===== config.mk =====
export PLATFORM = sky130hd
export DESIGN_NAME = asb_status_bank
export DESIGN_NICKNAME = d
export VERILOG_FILES = /design/src/rtl/asb_pkg.sv /design/src/rtl/asb_flag_calc.sv /design/src/rtl/asb_status_bank.sv
export VERILOG_INCLUDE_DIRS = /design/src /design/src/rtl
export SDC_FILE = /design/constraint.sdc
export NUM_CORES = 1
export LEC_CHECK = 0
export BUFFER_PORTS_ARGS = -buffer_cell sky130_fd_sc_hd__buf_2
export CAP_MARGIN = 15
export CORE_MARGIN = 8
export CORE_UTILIZATION = 50
export DETAILED_ROUTE_END_ITERATION = 16
export GPL_ROUTABILITY_DRIVEN = 0
export PLACE_DENSITY = 0.82
export SLEW_MARGIN = 25
export SYNTH_ARGS = -nofsm -noshare
export SYNTH_HDL_FRONTEND = slang
export SYNTH_SLANG_ARGS = --single-unit

===== constraint.sdc =====
create_clock -name ref_clk -period 2.4 [get_ports ref_clk]
set_clock_uncertainty 0.2 [all_clocks]
set_input_delay 0.24 -clock ref_clk [delete_from_list [all_inputs] [get_ports ref_clk]]
set_output_delay 0.24 -clock ref_clk [all_outputs]
set_load 0.005 [all_outputs]

===== src/rtl/asb_cfg.svh =====
// Purpose: offsets, field positions and reset values of the bank-3 register group
// Assumes: 9-bit data-memory addresses, 8-bit data
// Notes: definitions only
`ifndef ASB_CFG_SVH
`define ASB_CFG_SVH
`define ASB_BANK3_BASE 9'h180
`define ASB_BANK3_LAST 9'h19F
`define ASB_OFS_INDIRECT_PORT 9'h180
`define ASB_OFS_TIMER_OPTION 9'h181
`define ASB_OFS_PC_LOW 9'h182
`define ASB_OFS_STATUS 9'h183
`define ASB_OFS_POINTER 9'h184
`define ASB_OFS_PORT_B_DIR 9'h186
`define ASB_OFS_PORT_F_DIR 9'h187
`define ASB_OFS_PORT_G_DIR 9'h188
`define ASB_OFS_PC_LATCH 9'h18A
`define ASB_OFS_INT_CTRL 9'h18B
`define ASB_BIT_CARRY 0
`define ASB_BIT_NIBBLE_CARRY 1
`define ASB_BIT_ZERO 2
`define ASB_BIT_POWERDOWN 3
`define ASB_BIT_TIMEOUT 4
`define ASB_BIT_DIRECT_LO 5
`define ASB_BIT_DIRECT_HI 6
`define ASB_BIT_INDIRECT 7
`define ASB_RST_OPTION 8'hFF
`define ASB_RST_DIR 8'hFF
`define ASB_RST_ZERO8 8'h00
`define ASB_RST_PC_LATCH 5'h00
`define ASB_RST_STATUS_POR 8'h18
`define ASB_PC_LATCH_W 5
`define ASB_BANK3_CODE 2'h3
`endif


===== src/rtl/asb_pkg.sv =====
// Purpose: shared types of the bank-3 register group
// Assumes: 9-bit addresses and 8-bit data written as literals, matching the config header
// Notes: none
package asb_pkg;
    typedef enum logic [1:0] {
        ASB_RC_NONE,
        ASB_RC_POWERUP,
        ASB_RC_WDT_TIMEOUT,
        ASB_RC_OTHER
    } asb_reset_cause_t;

    typedef struct packed {
        logic [8:0] addr;
        logic wr_en;
        logic rd_en;
        logic [7:0] wr_data;
    } asb_mem_req_t;

    typedef struct packed {
        logic upd_flags;
        logic upd_zero;
        logic is_subtract;
        logic [7:0] op_a;
        logic [7:0] op_b;
        logic [7:0] result;
    } asb_alu_ev_t;

    typedef struct packed {
        logic indirect_bank_sel;
        logic direct_bank_sel_hi;
        logic direct_bank_sel_lo;
        logic watchdog_timeout_flag;
        logic powerdown_flag;
        logic zero_flag;
        logic nibble_carry_flag;
        logic carry_flag;
    } asb_status_t;
endpackage


===== src/rtl/asb_flag_calc.sv =====
// Purpose: derive zero, nibble carry and carry from an add or subtract
// Assumes: subtract is op_a minus op_b done as op_a plus two's complement of op_b
// Notes: combinational helper
`timescale 1ns/1ps
module asb_flag_calc (
    input wire logic [7:0] op_a,
    input wire logic [7:0] op_b,
    input wire logic is_subtract,
    input wire logic [7:0] result,
    output logic zero_flag,
    output logic nibble_carry_flag,
    output logic carry_flag
);
    wire [7:0] b_eff = is_subtract ? ~op_b : op_b;
    wire [4:0] low_sum = {1'b0, op_a[3:0]} + {1'b0, b_eff[3:0]} + {4'h0, is_subtract};
    wire [8:0] full_sum = {1'b0, op_a} + {1'b0, b_eff} + {8'h00, is_subtract};
    // carry out of subtraction reads as not-borrow
    assign nibble_carry_flag = low_sum[4];
    assign carry_flag = full_sum[8];
    assign zero_flag = (result == 8'h00);
endmodule


===== src/rtl/asb_status_bank.sv =====
// Purpose: bank-3 special registers around the processor status register
// Assumes: core presents one data-memory access per enabled clock
// Notes: read data registered, valid the cycle after rd_en
//
// Behaviour
// - The status register can be the destination of any instruction like other registers.
// - Flag-updating instructions writing status keep their own zero, nibble and carry flags.
// - The time-out and power-down flags ignore all instruction writes.
// - Clear-file on status clears the bank bits, sets zero, keeps the rest.
// - In subtraction carry and nibble carry mean no borrow when one.
// - Unimplemented bank-3 addresses read zero and ignore writes.
// - Status holds ALU flags, reset flags and bank selects in one byte.
// - Direct bank bits pick one of four banks, 11 is bank 3; indirect bit picks half.
// - Time-out flag set by power-up, watchdog clear or sleep, cleared by watchdog time-out.
// - Power-down flag set by power-up or watchdog clear, cleared by sleep.
// - Nibble carry is carry out of bit 3, carry is carry out of bit 7.
`timescale 1ns/1ps
`include "asb_cfg.svh"
module asb_status_bank #(
    parameter int PC_LATCH_W = `ASB_PC_LATCH_W
) (
    input wire logic ref_clk,
    input wire logic rst_b,
    input wire logic clk_en,
    input wire asb_pkg::asb_reset_cause_t reset_cause,
    input wire asb_pkg::asb_mem_req_t mem_req,
    input wire logic clear_file_instr,
    input wire asb_pkg::asb_alu_ev_t alu_ev,
    input wire logic watchdog_clear_instr,
    input wire logic sleep_instr,
    input wire logic watchdog_timeout,
    input wire logic [7:0] indirect_data,
    output logic [7:0] rd_data,
    output asb_pkg::asb_status_t status_out,
    output logic bank3_direct_sel,
    output logic [8:0] indirect_addr,
    output logic [7:0] timer_option_control,
    output logic [7:0] program_counter_low,
    output logic [PC_LATCH_W-1:0] pc_upper_write_latch,
    output logic [7:0] port_b_direction,
    output logic [7:0] port_f_direction,
    output logic [7:0] port_g_direction,
    output logic [7:0] interrupt_control,
    output logic indirect_wr_en,
    output logic [7:0] indirect_wr_data
);
    asb_pkg::asb_status_t status_reg;
    asb_pkg::asb_status_t status_next;
    asb_pkg::asb_status_t status_load;
    logic [7:0] rd_data_reg;
    logic [7:0] rd_data_next;
    logic [7:0] pointer_reg;
    logic bank3_reg;
    logic ind_wr_reg;
    logic [7:0] ind_wd_reg;

    wire logic calc_zero;
    wire logic calc_nc;
    wire logic calc_carry;

    asb_flag_calc u_flag_calc (
        .op_a(alu_ev.op_a),
        .op_b(alu_ev.op_b),
        .is_subtract(alu_ev.is_subtract),
        .result(alu_ev.result),
        .zero_flag(calc_zero),
        .nibble_carry_flag(calc_nc),
        .carry_flag(calc_carry)
    );

    // address decode
    wire logic in_bank3 = (mem_req.addr >= `ASB_BANK3_BASE) && (mem_req.addr <= `ASB_BANK3_LAST);
    wire logic wr = mem_req.wr_en && in_bank3;
    wire logic sel_status = (mem_req.addr == `ASB_OFS_STATUS);
    wire logic sel_option = (mem_req.addr == `ASB_OFS_TIMER_OPTION);
    wire logic sel_pcl = (mem_req.addr == `ASB_OFS_PC_LOW);
    wire logic sel_ptr = (mem_req.addr == `ASB_OFS_POINTER);
    wire logic sel_dirb = (mem_req.addr == `ASB_OFS_PORT_B_DIR);
    wire logic sel_dirf = (mem_req.addr == `ASB_OFS_PORT_F_DIR);
    wire logic sel_dirg = (mem_req.addr == `ASB_OFS_PORT_G_DIR);
    wire logic sel_latch = (mem_req.addr == `ASB_OFS_PC_LATCH);
    wire logic sel_intc = (mem_req.addr == `ASB_OFS_INT_CTRL);
    wire logic sel_ind = (mem_req.addr == `ASB_OFS_INDIRECT_PORT);
    wire logic wr_status = wr && sel_status;
    wire logic clr_status = wr_status && clear_file_instr;
    wire logic alu_any = alu_ev.upd_flags || alu_ev.upd_zero;

    // status next value
    always_comb begin
        status_next = status_reg;
        if (wr_status) begin
            status_next.indirect_bank_sel = mem_req.wr_data[`ASB_BIT_INDIRECT];
            status_next.direct_bank_sel_hi = mem_req.wr_data[`ASB_BIT_DIRECT_HI];
            status_next.direct_bank_sel_lo = mem_req.wr_data[`ASB_BIT_DIRECT_LO];
        end
        // a flag-updating instruction drops all three data flags
        if (wr_status && !alu_any) begin
            status_next.zero_flag = mem_req.wr_data[`ASB_BIT_ZERO];
            status_next.nibble_carry_flag = mem_req.wr_data[`ASB_BIT_NIBBLE_CARRY];
            status_next.carry_flag = mem_req.wr_data[`ASB_BIT_CARRY];
        end
        if (clr_status) begin
            status_next.indirect_bank_sel = 1'b0;
            status_next.direct_bank_sel_hi = 1'b0;
            status_next.direct_bank_sel_lo = 1'b0;
            status_next.zero_flag = 1'b1;
            status_next.nibble_carry_flag = status_reg.nibble_carry_flag;
            status_next.carry_flag = status_reg.carry_flag;
        end
        // flag results override the data write
        if (alu_ev.upd_zero) begin
            status_next.zero_flag = calc_zero;
        end
        if (alu_ev.upd_flags) begin
            status_next.nibble_carry_flag = calc_nc;
            status_next.carry_flag = calc_carry;
        end
        // reset-cause flags never come from writes
        if (watchdog_clear_instr) begin
            status_next.watchdog_timeout_flag = 1'b1;
            status_next.powerdown_flag = 1'b1;
        end else if (sleep_instr) begin
            status_next.watchdog_timeout_flag = 1'b1;
            status_next.powerdown_flag = 1'b0;
        end
        if (watchdog_timeout) begin
            status_next.watchdog_timeout_flag = 1'b0;
        end
    end

    // read mux, unmapped bank-3 addresses give zero
    always_comb begin
        rd_data_next = 8'h00;
        if (mem_req.rd_en && in_bank3) begin
            if (sel_status) rd_data_next = status_reg;
            else if (sel_option) rd_data_next = timer_option_control;
            else if (sel_pcl) rd_data_next = program_counter_low;
            else if (sel_ptr) rd_data_next = pointer_reg;
            else if (sel_dirb) rd_data_next = port_b_direction;
            else if (sel_dirf) rd_data_next = port_f_direction;
            else if (sel_dirg) rd_data_next = port_g_direction;
            else if (sel_latch) rd_data_next = {{(8-PC_LATCH_W){1'b0}}, pc_upper_write_latch};
            else if (sel_intc) rd_data_next = interrupt_control;
            else if (sel_ind) rd_data_next = indirect_data;
            else rd_data_next = 8'h00;
        end
    end

    // reset causes override the instruction path
    always_comb begin
        case (reset_cause)
            asb_pkg::ASB_RC_POWERUP: begin
                status_load = `ASB_RST_STATUS_POR;
            end
            asb_pkg::ASB_RC_WDT_TIMEOUT: begin
                status_load = {3'b000, 1'b0, 1'b1, status_reg[2:0]};
            end
            asb_pkg::ASB_RC_OTHER: begin
                status_load = {3'b000, status_reg[4:0]};
            end
            default: begin
                status_load = status_next;
            end
        endcase
    end

    // rst_b always loads the power-up value; cause-dependent values arrive through status_load when clk_en is high
    always_ff @(posedge ref_clk) begin
        if (!rst_b) begin
            status_reg <= `ASB_RST_STATUS_POR;
        end else if (clk_en) begin
            status_reg <= status_load;
        end
    end

    always_ff @(posedge ref_clk) begin
        if (!rst_b) begin
            timer_option_control <= `ASB_RST_OPTION;
            program_counter_low <= `ASB_RST_ZERO8;
            pc_upper_write_latch <= PC_LATCH_W'(`ASB_RST_PC_LATCH);
            port_b_direction <= `ASB_RST_DIR;
            port_f_direction <= `ASB_RST_DIR;
            port_g_direction <= `ASB_RST_DIR;
            interrupt_control <= `ASB_RST_ZERO8;
            pointer_reg <= `ASB_RST_ZERO8;
        end else if (clk_en) begin
            if (wr && sel_option) timer_option_control <= mem_req.wr_data;
            if (wr && sel_pcl) program_counter_low <= mem_req.wr_data;
            if (wr && sel_latch) pc_upper_write_latch <= mem_req.wr_data[PC_LATCH_W-1:0];
            if (wr && sel_dirb) port_b_direction <= mem_req.wr_data;
            if (wr && sel_dirf) port_f_direction <= mem_req.wr_data;
            if (wr && sel_dirg) port_g_direction <= mem_req.wr_data;
            if (wr && sel_intc) interrupt_control <= mem_req.wr_data;
            if (wr && sel_ptr) pointer_reg <= mem_req.wr_data;
        end
    end

    always_ff @(posedge ref_clk) begin
        if (!rst_b) begin
            rd_data_reg <= 8'h00;
            bank3_reg <= 1'b0;
            ind_wr_reg <= 1'b0;
            ind_wd_reg <= 8'h00;
        end else if (clk_en) begin
            rd_data_reg <= rd_data_next;
            // follows the value status takes at this edge, reset causes included
            bank3_reg <= ({status_load.direct_bank_sel_hi, status_load.direct_bank_sel_lo}
                          == `ASB_BANK3_CODE);
            ind_wr_reg <= wr && sel_ind;
            ind_wd_reg <= mem_req.wr_data;
        end
    end

    // outputs straight from the registers
    assign rd_data = rd_data_reg;
    assign status_out = status_reg;
    assign bank3_direct_sel = bank3_reg;
    assign indirect_addr = {status_reg.indirect_bank_sel, pointer_reg};
    assign indirect_wr_en = ind_wr_reg;
    assign indirect_wr_data = ind_wd_reg;
endmodule


==> key figures, run 1 <==
Layout
  • Antenna Cells: 0
  • Fill count: 810
  • Final Util: 62.6%
  • Commonest non-fill, non-tap cell in the layout: buf_2
  • Most frequent cells in the layout: buf_2, dfxtp_1, nand2_1
  • Fraction of layout cells with a size suffix above 1: 28.9%
  • Final #Nets: between 700 and 800
  • Synth-to-layout area growth: 23.5%

Routing
  • First drt pass iteration count: 8
  • Metal1 wirelength: 6.21 mm
  • Via density per instance: 6.00
  • Routed wire length: 16.2 mm
  • Final ANT Viol Nets: 0
  • Top sig layer: met4
  • Metal2 WL: 7.74 mm
  • Met3 wire len: 1.65 mm
  • Vias: 4,859
  • Routed WL per cell: 20.0 µm
  • DRT iter0 DRCs: 487
  • Drt drc: 0

STA
  • RSZ-0062 raised after global routing: no
  • Fin. max-slew vios: 0
  • Period utilisation layout: 82.2%
  • Tmin final: around 2 ns
  • Slew margin rel.: 67.6%
  • Fmax: a little over 0.5 GHz
  • Setup TNS: 0 ns
  • Hold Slack: 0.00581 ns
  • Setup ws final: 0.428 ns
  • Worst-Margin Slew: about 0.49 ns
  • Final setup vio count: 0
  • Final Hold Vio Count: 0

Worst setup path
  • Max incr delay on CP: 0.49 ns
  • CP Data Required Time: ~2.5 ns
  • Critical path class: input port to register
  • Worst path cell trace: buf_2 > nor4b_4 > and4_1 > a221o_1 > o221ai_1 > a221oi_1
  • Critical path data arrival time: ~2.0 ns
  • Critical path's slowest cell: and4_1
  • CP max FO: 9
  • Worst setup SP type: input port
  • Worst setup EP type: register

Min path
  • Worst min path class: input port to register

Synthesis
  • Syn avg cell area: approximately 8.3 µm²
  • Synth top area share: between 30% and 40%
  • Mux contribution to synthesized area: approximately 12%
  • Mapped Cells: around 560
  • Cell Area, Synth: ~0.0046 mm²
  • Post-synth EDFFs: 0
  • Syn nets: about 630
  • Warnings, synthesis: 0
  • Post-synth top flop: dfxtp_1
  • Simple-Gate Fraction of Synth Area: 26.5%
  • Area share of xor/xnor cells in the synthesized design: roughly 1.3%
  • Synth async-reset ratio: 0%
  • Post-Synth Adder-Cell Area: 2.98%
  • Flops & latches, synth: slightly below 90
  • Synth cell types: 64
  • Compound-Gate Fraction of Synth Area: about 15%
  • Largest family of logic cells by synthesized area: simple AND/OR/NAND/NOR gates
  • Seq/Total Area, Yosys: 37.7%
  • Synth top area cells: dfxtp_1, mux2i_1, nand2_1
  • Area leader, netlist: dfxtp_1

Place
  • Dpl hpwl: roughly 12 mm
  • PortBufs: 150
  • Pre-CTS setup slack: 0.139 ns

Pwr
  • P_leak: 2.56 nW
  • Peak VDD IR: 286 µV
  • Pwr dens: 520 mW/mm²

Floorplan
  • # rows: 35
  • Die area: 0.0126 mm²
  • Ports: 151
  • DIE WIDTH: 112 µm
  • Die Y: 112 µm
  • Core area: 0.00911 mm²
  • Initial core utilization: about 51%

CTS
  • Number of clock sinks: 87
  • Clock Latency Late Sink: approximately 0.37 ns
  • Htree depth: 3
  • Clock buffer depth: 2
  • Reg clk slew, reported paths: 0.09 ns
  • Inserted Clock Buffers: 9
  • CTS tree: built
  • Root Driver: clkbuf_8

Job
  • Max-Cap Viols: 0

Status
  • Status: completed

GRT
  • Grt ovf: 0
  • Antenna violations before repair: 0
  • Total GRT Usage: 25.1%
  • Largest net degree at the start of global routing: 46
  • Vias in the first global route: 4,907
  • First-pass GRT wire length: 25.4 mm
synthesized netlist by cell type, types with 3 or more instances:
cell,n
mux2i_1,50
nand2b_1,10
mux2_2,6
nand3_1,42
and3_1,3
a221oi_1,7
a21o_1,4
o21ai_0,20
xor2_1,7
a31oi_1,5
o221ai_1,3
inv_1,7
ha_1,11
buf_1,4
a22o_1,7
a211oi_1,3
dfxtp_1,87
nor2_1,71
o31ai_1,4
buf_2,8
or3_1,3
nor2b_1,7
nor3_1,6
nand2_1,80
clkbuf_1,25
nand4_1,6
a21oi_1,13
buf_4,4
o311ai_0,3
power breakdown:
| group | switching, mW | internal, mW | leakage (nW) |
|---|---|---|---|
| combinational | 0.207 | 0.128 | 1.75 |
| sequential | 0.00782 | 1.45 | 0.704 |
| clock | 0.570 | 0.599 | 0.108 |
| total | 0.784 | 2.18 | 2.56 |
through the flow:
stage	instance area [µm²]	total power [mW]	std cells
6_report	5700	2.96	810
3_3_place_gp	5460	1.81	793
4_1_cts	5700	2.96	810
3_5_place_dp	5460	1.82	793
2_1_floorplan	4620	1.68	555
5_1_grt	5700	3.05	810
logic make-up after synthesis:
family                   after synthesis
adder cells (fa/ha/maj)               11
flip-flops                            87
buffers and inverters                 48
XOR/XNOR                               7
multiplexers                          56
AND/OR/NAND/NOR                      252
AO/OA/AOI/OAI                         94
worst paths after layout:
kind,from,endpoint,slack [ns],cells past startpoint
worst max-delay path,mem_req[15],rd_data[4],0.43,6
worst min-delay path,alu_ev[25],status_out[2],0.006,4
worst max register to register,port_b_direction[0],rd_data[0],0.76,4
worst min register to register,bank3_direct_sel,bank3_direct_sel,0.28,2
per-layer routing:
| layer | track usage [%] | up-vias |
|---|---|---|
| met5 | 0 | - |
| met4 | 12.7 | 0 |
| met3 | 5.69 | 50 |
| met2 | 41.3 | 297 |
| met1 | 30.1 | 2261 |
| li1 | - | 2251 |
critical path: cells and delay by family:
kind | cells | cell delay, ns
simple gates | 2 | 0.93
compound gates | 3 | 0.72
buf+inv | 1 | 0.14
what timing repair did:
item / 4_1_cts / 5_1_grt
gates resized for setup: 0 / 0
hold buffers: 1 / 0
setup buffers: 0 / 0
endpoints found under the hold margin: 1 / 0
area by class of cell:
cell class	instances	area [µm²]	area share [%]
multi-input cells	420	2670	46.8
flip-flops and latches	87	1740	30.6
repair buffers	169	896	15.7
well taps	111	139	2.44
clock buffers	9	124	2.17
clock inverters	7	104	1.82
inverters	7	26.3	0.461
No activity file was read; power rests on OpenSTA's default activity.
==> inputs of run 2 (changes only) <==
--- a/config.mk
+++ b/config.mk
@@ -9,10 +9,10 @@
 export BUFFER_PORTS_ARGS = -buffer_cell sky130_fd_sc_hd__buf_2
 export CAP_MARGIN = 15
 export CORE_MARGIN = 8
-export CORE_UTILIZATION = 50
+export CORE_UTILIZATION = 46
 export DETAILED_ROUTE_END_ITERATION = 16
 export GPL_ROUTABILITY_DRIVEN = 0
-export PLACE_DENSITY = 0.82
+export PLACE_DENSITY = 0.8
 export SLEW_MARGIN = 25
 export SYNTH_ARGS = -nofsm -noshare
 export SYNTH_HDL_FRONTEND = slang
==> constraint.sdc (replaced) <==
create_clock -name ref_clk -period 1.77 [get_ports ref_clk]
set_clock_uncertainty 0.2 [all_clocks]
set_input_delay 0.177 -clock ref_clk [delete_from_list [all_inputs] [get_ports ref_clk]]
set_output_delay 0.177 -clock ref_clk [all_outputs]
set_load 0.005 [all_outputs]
==> run 2 against run 1 <==
  * The run now ends with negative setup slack left
  * Setup slack worse by 0.48 ns
  * Sequential power up 36%
  * Power up 34%
  * Die area up 7.4%
  * Combinational power up 65%
  * Largest power group unchanged
  * Highest routed layer unchanged
==> key figures, run 2 (synthesis results as in run 1) <==
Status
  • Status: complete, but fails checks
  • Violated checks: negative setup slack

GRT
  • Grt ovf: 0 (unchanged)
  • Antenna violations before repair: 0 (unchanged)
  • First-pass GRT wire length: 25.9 mm (+2.0%)
  • Largest net degree at the start of global routing: 34 (-26%)
  • Total GRT Usage: 24.7% (-0.41 points)
  • Vias in the first global route: 5,013 (+2.2%)

Floorplan
  • Ports: 151 (unchanged)
  • Die area: 0.0135 mm² (+7.4%)
  • DIE WIDTH: 116 µm (+3.6%)
  • # rows: 36 (+2.9%)
  • Core area: 0.00977 mm² (+7.3%)
  • Initial core utilization: 47.2% (-3.5 points)
  • Die Y: 116 µm (+3.6%)

Min path
  • Worst min path class: input port to register

STA
  • Final setup vio count: 1 (+1)
  • Period utilisation layout: 103%
  • Slew margin rel.: 71.4% (+3.8 points)
  • Fin. max-slew vios: 0 (unchanged)
  • Final Hold Vio Count: 0 (unchanged)
  • Worst-Margin Slew: 0.423 ns (-0.0621 ns)
  • Setup TNS: -0.0524 ns (-0.0524 ns)
  • RSZ-0062 raised after global routing: yes
  • Setup ws final: -0.0524 ns (-0.481 ns)
  • Tmin final: 1.82 ns
  • Fmax: 0.549 GHz

Layout
  • Multi-input logic area: 0.00278 mm² (+4.1%)
  • Fill count: 815 (+0.62%)
  • Commonest non-fill, non-tap cell in the layout: buf_2
  • Non-filler cells, final: 898 (+11%)
  • Most frequent cells in the layout: buf_2, dfxtp_1, nand2_1
  • Synth-to-layout area growth: 38.2%
  • Final #Nets: 833 (+8.5%)
  • Finished Cell Area: 0.00638 mm² (+12%)
  • Fraction of layout cells with a size suffix above 1: 35.9% (+7.0 points)
  • Register area: 0.00174 mm² (unchanged)

CTS
  • Number of clock sinks: 87 (unchanged)
  • Clock Latency Late Sink: 0.36 ns (about the same)
  • Reg clk slew, reported paths: 0.10 ns (about the same)
  • Root Driver: clkbuf_8
  • Htree depth: 3 (unchanged)
  • CTS tree: built
  • Inserted Clock Buffers: 9 (unchanged)
  • Clock buffer depth: 2 (unchanged)

Routing
  • Routed WL per cell: 19.3 µm (-3.4%)
  • Final ANT Viol Nets: 0 (unchanged)
  • DRT iter0 DRCs: 402 (-17%)
  • Routed wire length: 17.4 mm (+7.1%)
  • First drt pass iteration count: 5 (-3)
  • Vias: 5,185 (+6.7%)
  • Via density per instance: 5.77 (-3.7%)
  • Drt drc: 0 (unchanged)

Worst setup path
  • Worst setup SP type: input port
  • Critical path class: input port to register
  • CP Data Required Time: 1.88 ns (-0.58 ns)
  • Critical path data arrival time: 1.93 ns (-0.10 ns)
  • Most frequent CP cell: buf_6
  • Max incr delay on CP: 0.61 ns (+0.12 ns)
  • Worst setup EP type: register
  • Critical path's slowest cell: or4b_4
  • CP max FO: 7 (-2)
  • CP top delay family: simple AND/OR/NAND/NOR gates
  • Buf/Inv on CP: 2 (+1)
  • Worst path cell trace: buf_6 > or4b_4 > buf_6 > nor3_4 > mux2i_1 > or3_4 > o21ai_2

Place
  • PortBufs: 150 (unchanged)
  • DP Cell Count: 861 (+8.6%)
  • Area post-placement: 0.00592 mm² (+8.3%)
  • Pre-CTS setup slack: -0.331 ns (-0.470 ns)
  • Dpl hpwl: 13.0 mm (+5.4%)

Pwr
  • Pwr dens: 624 mW/mm² (+20%)
  • Peak VDD IR: 352 µV (+23%)
  • P_leak: 2.88 nW (+12%)
  • Total Power: 3.98 mW (+34%)

Job
  • Max-Cap Viols: 0 (unchanged)
[run 2: cell type report]
cell class / instances / area share, %
Multi-Input combinational cell: 420 / 43.5
Sequential cell: 87 / 27.3
Timing Repair Buffer: 234 / 22.9
Tap cell: 133 / 2.61
Clock buffer: 9 / 1.94
Clock inverter: 7 / 1.24
Inverter: 7 / 0.412
Antenna cell: 1 / 0.0392
[run 2: worst register-to-register path: cells and delay by family, from the launching register on]
| family | cells | cell delay, ns |
|---|---|---|
| compound gates | 3 | 0.64 |
| flops | 1 | 0.34 |
| mux | 1 | 0.27 |
[run 2: worst paths after layout]
path	startpoint	cells after the start	slack, ns	to
setup / recovery	mem_req[14]	7	-0.05	bank3_direct_sel
hold / removal	mem_req[7]	3	0.03	indirect_addr[8]
setup reg to reg	pointer_reg[0]	4	0.20	rd_data[0]
hold reg to reg	bank3_direct_sel	2	0.28	bank3_direct_sel
[run 2: report_power, final]
group	total [mW]	internal, mW	switching, mW
logic	0.553	0.246	0.307
registers	1.98	1.97	0.0110
clock network	1.45	0.667	0.782
[run 2: timing repair]
| item | 4_1_cts | 5_1_grt |
|---|---|---|
| setup buffers | 4 | 1 |
| hold endpoints to repair | 9 | 0 |
| setup endpoints to repair | 1 | 16 |
| hold buffers | 15 | 0 |
| pin swaps | 2 | 7 |
| resized for setup | 3 | 14 |
[run 2: metal layers]
layer / track usage [%] / up-vias / part of all wire, %
met1: 30.6 / 2439 / 40
li1: - / 2390 / -
met5: 0 / - / 0
met4: 12.4 / 0 / 3.9
met3: 5.33 / 56 / 8.9
met2: 39.5 / 300 / 47
[run 2: stage by stage]
step                      hold WS, ns  utilization [%]
final                          0.0255             65.3
after global routing           0.0245             65.3
after CTS                     0.00380             64.6
after detailed placement        0.262             60.5
after global placement          0.238             60.5
after floorplan                 0.174                -
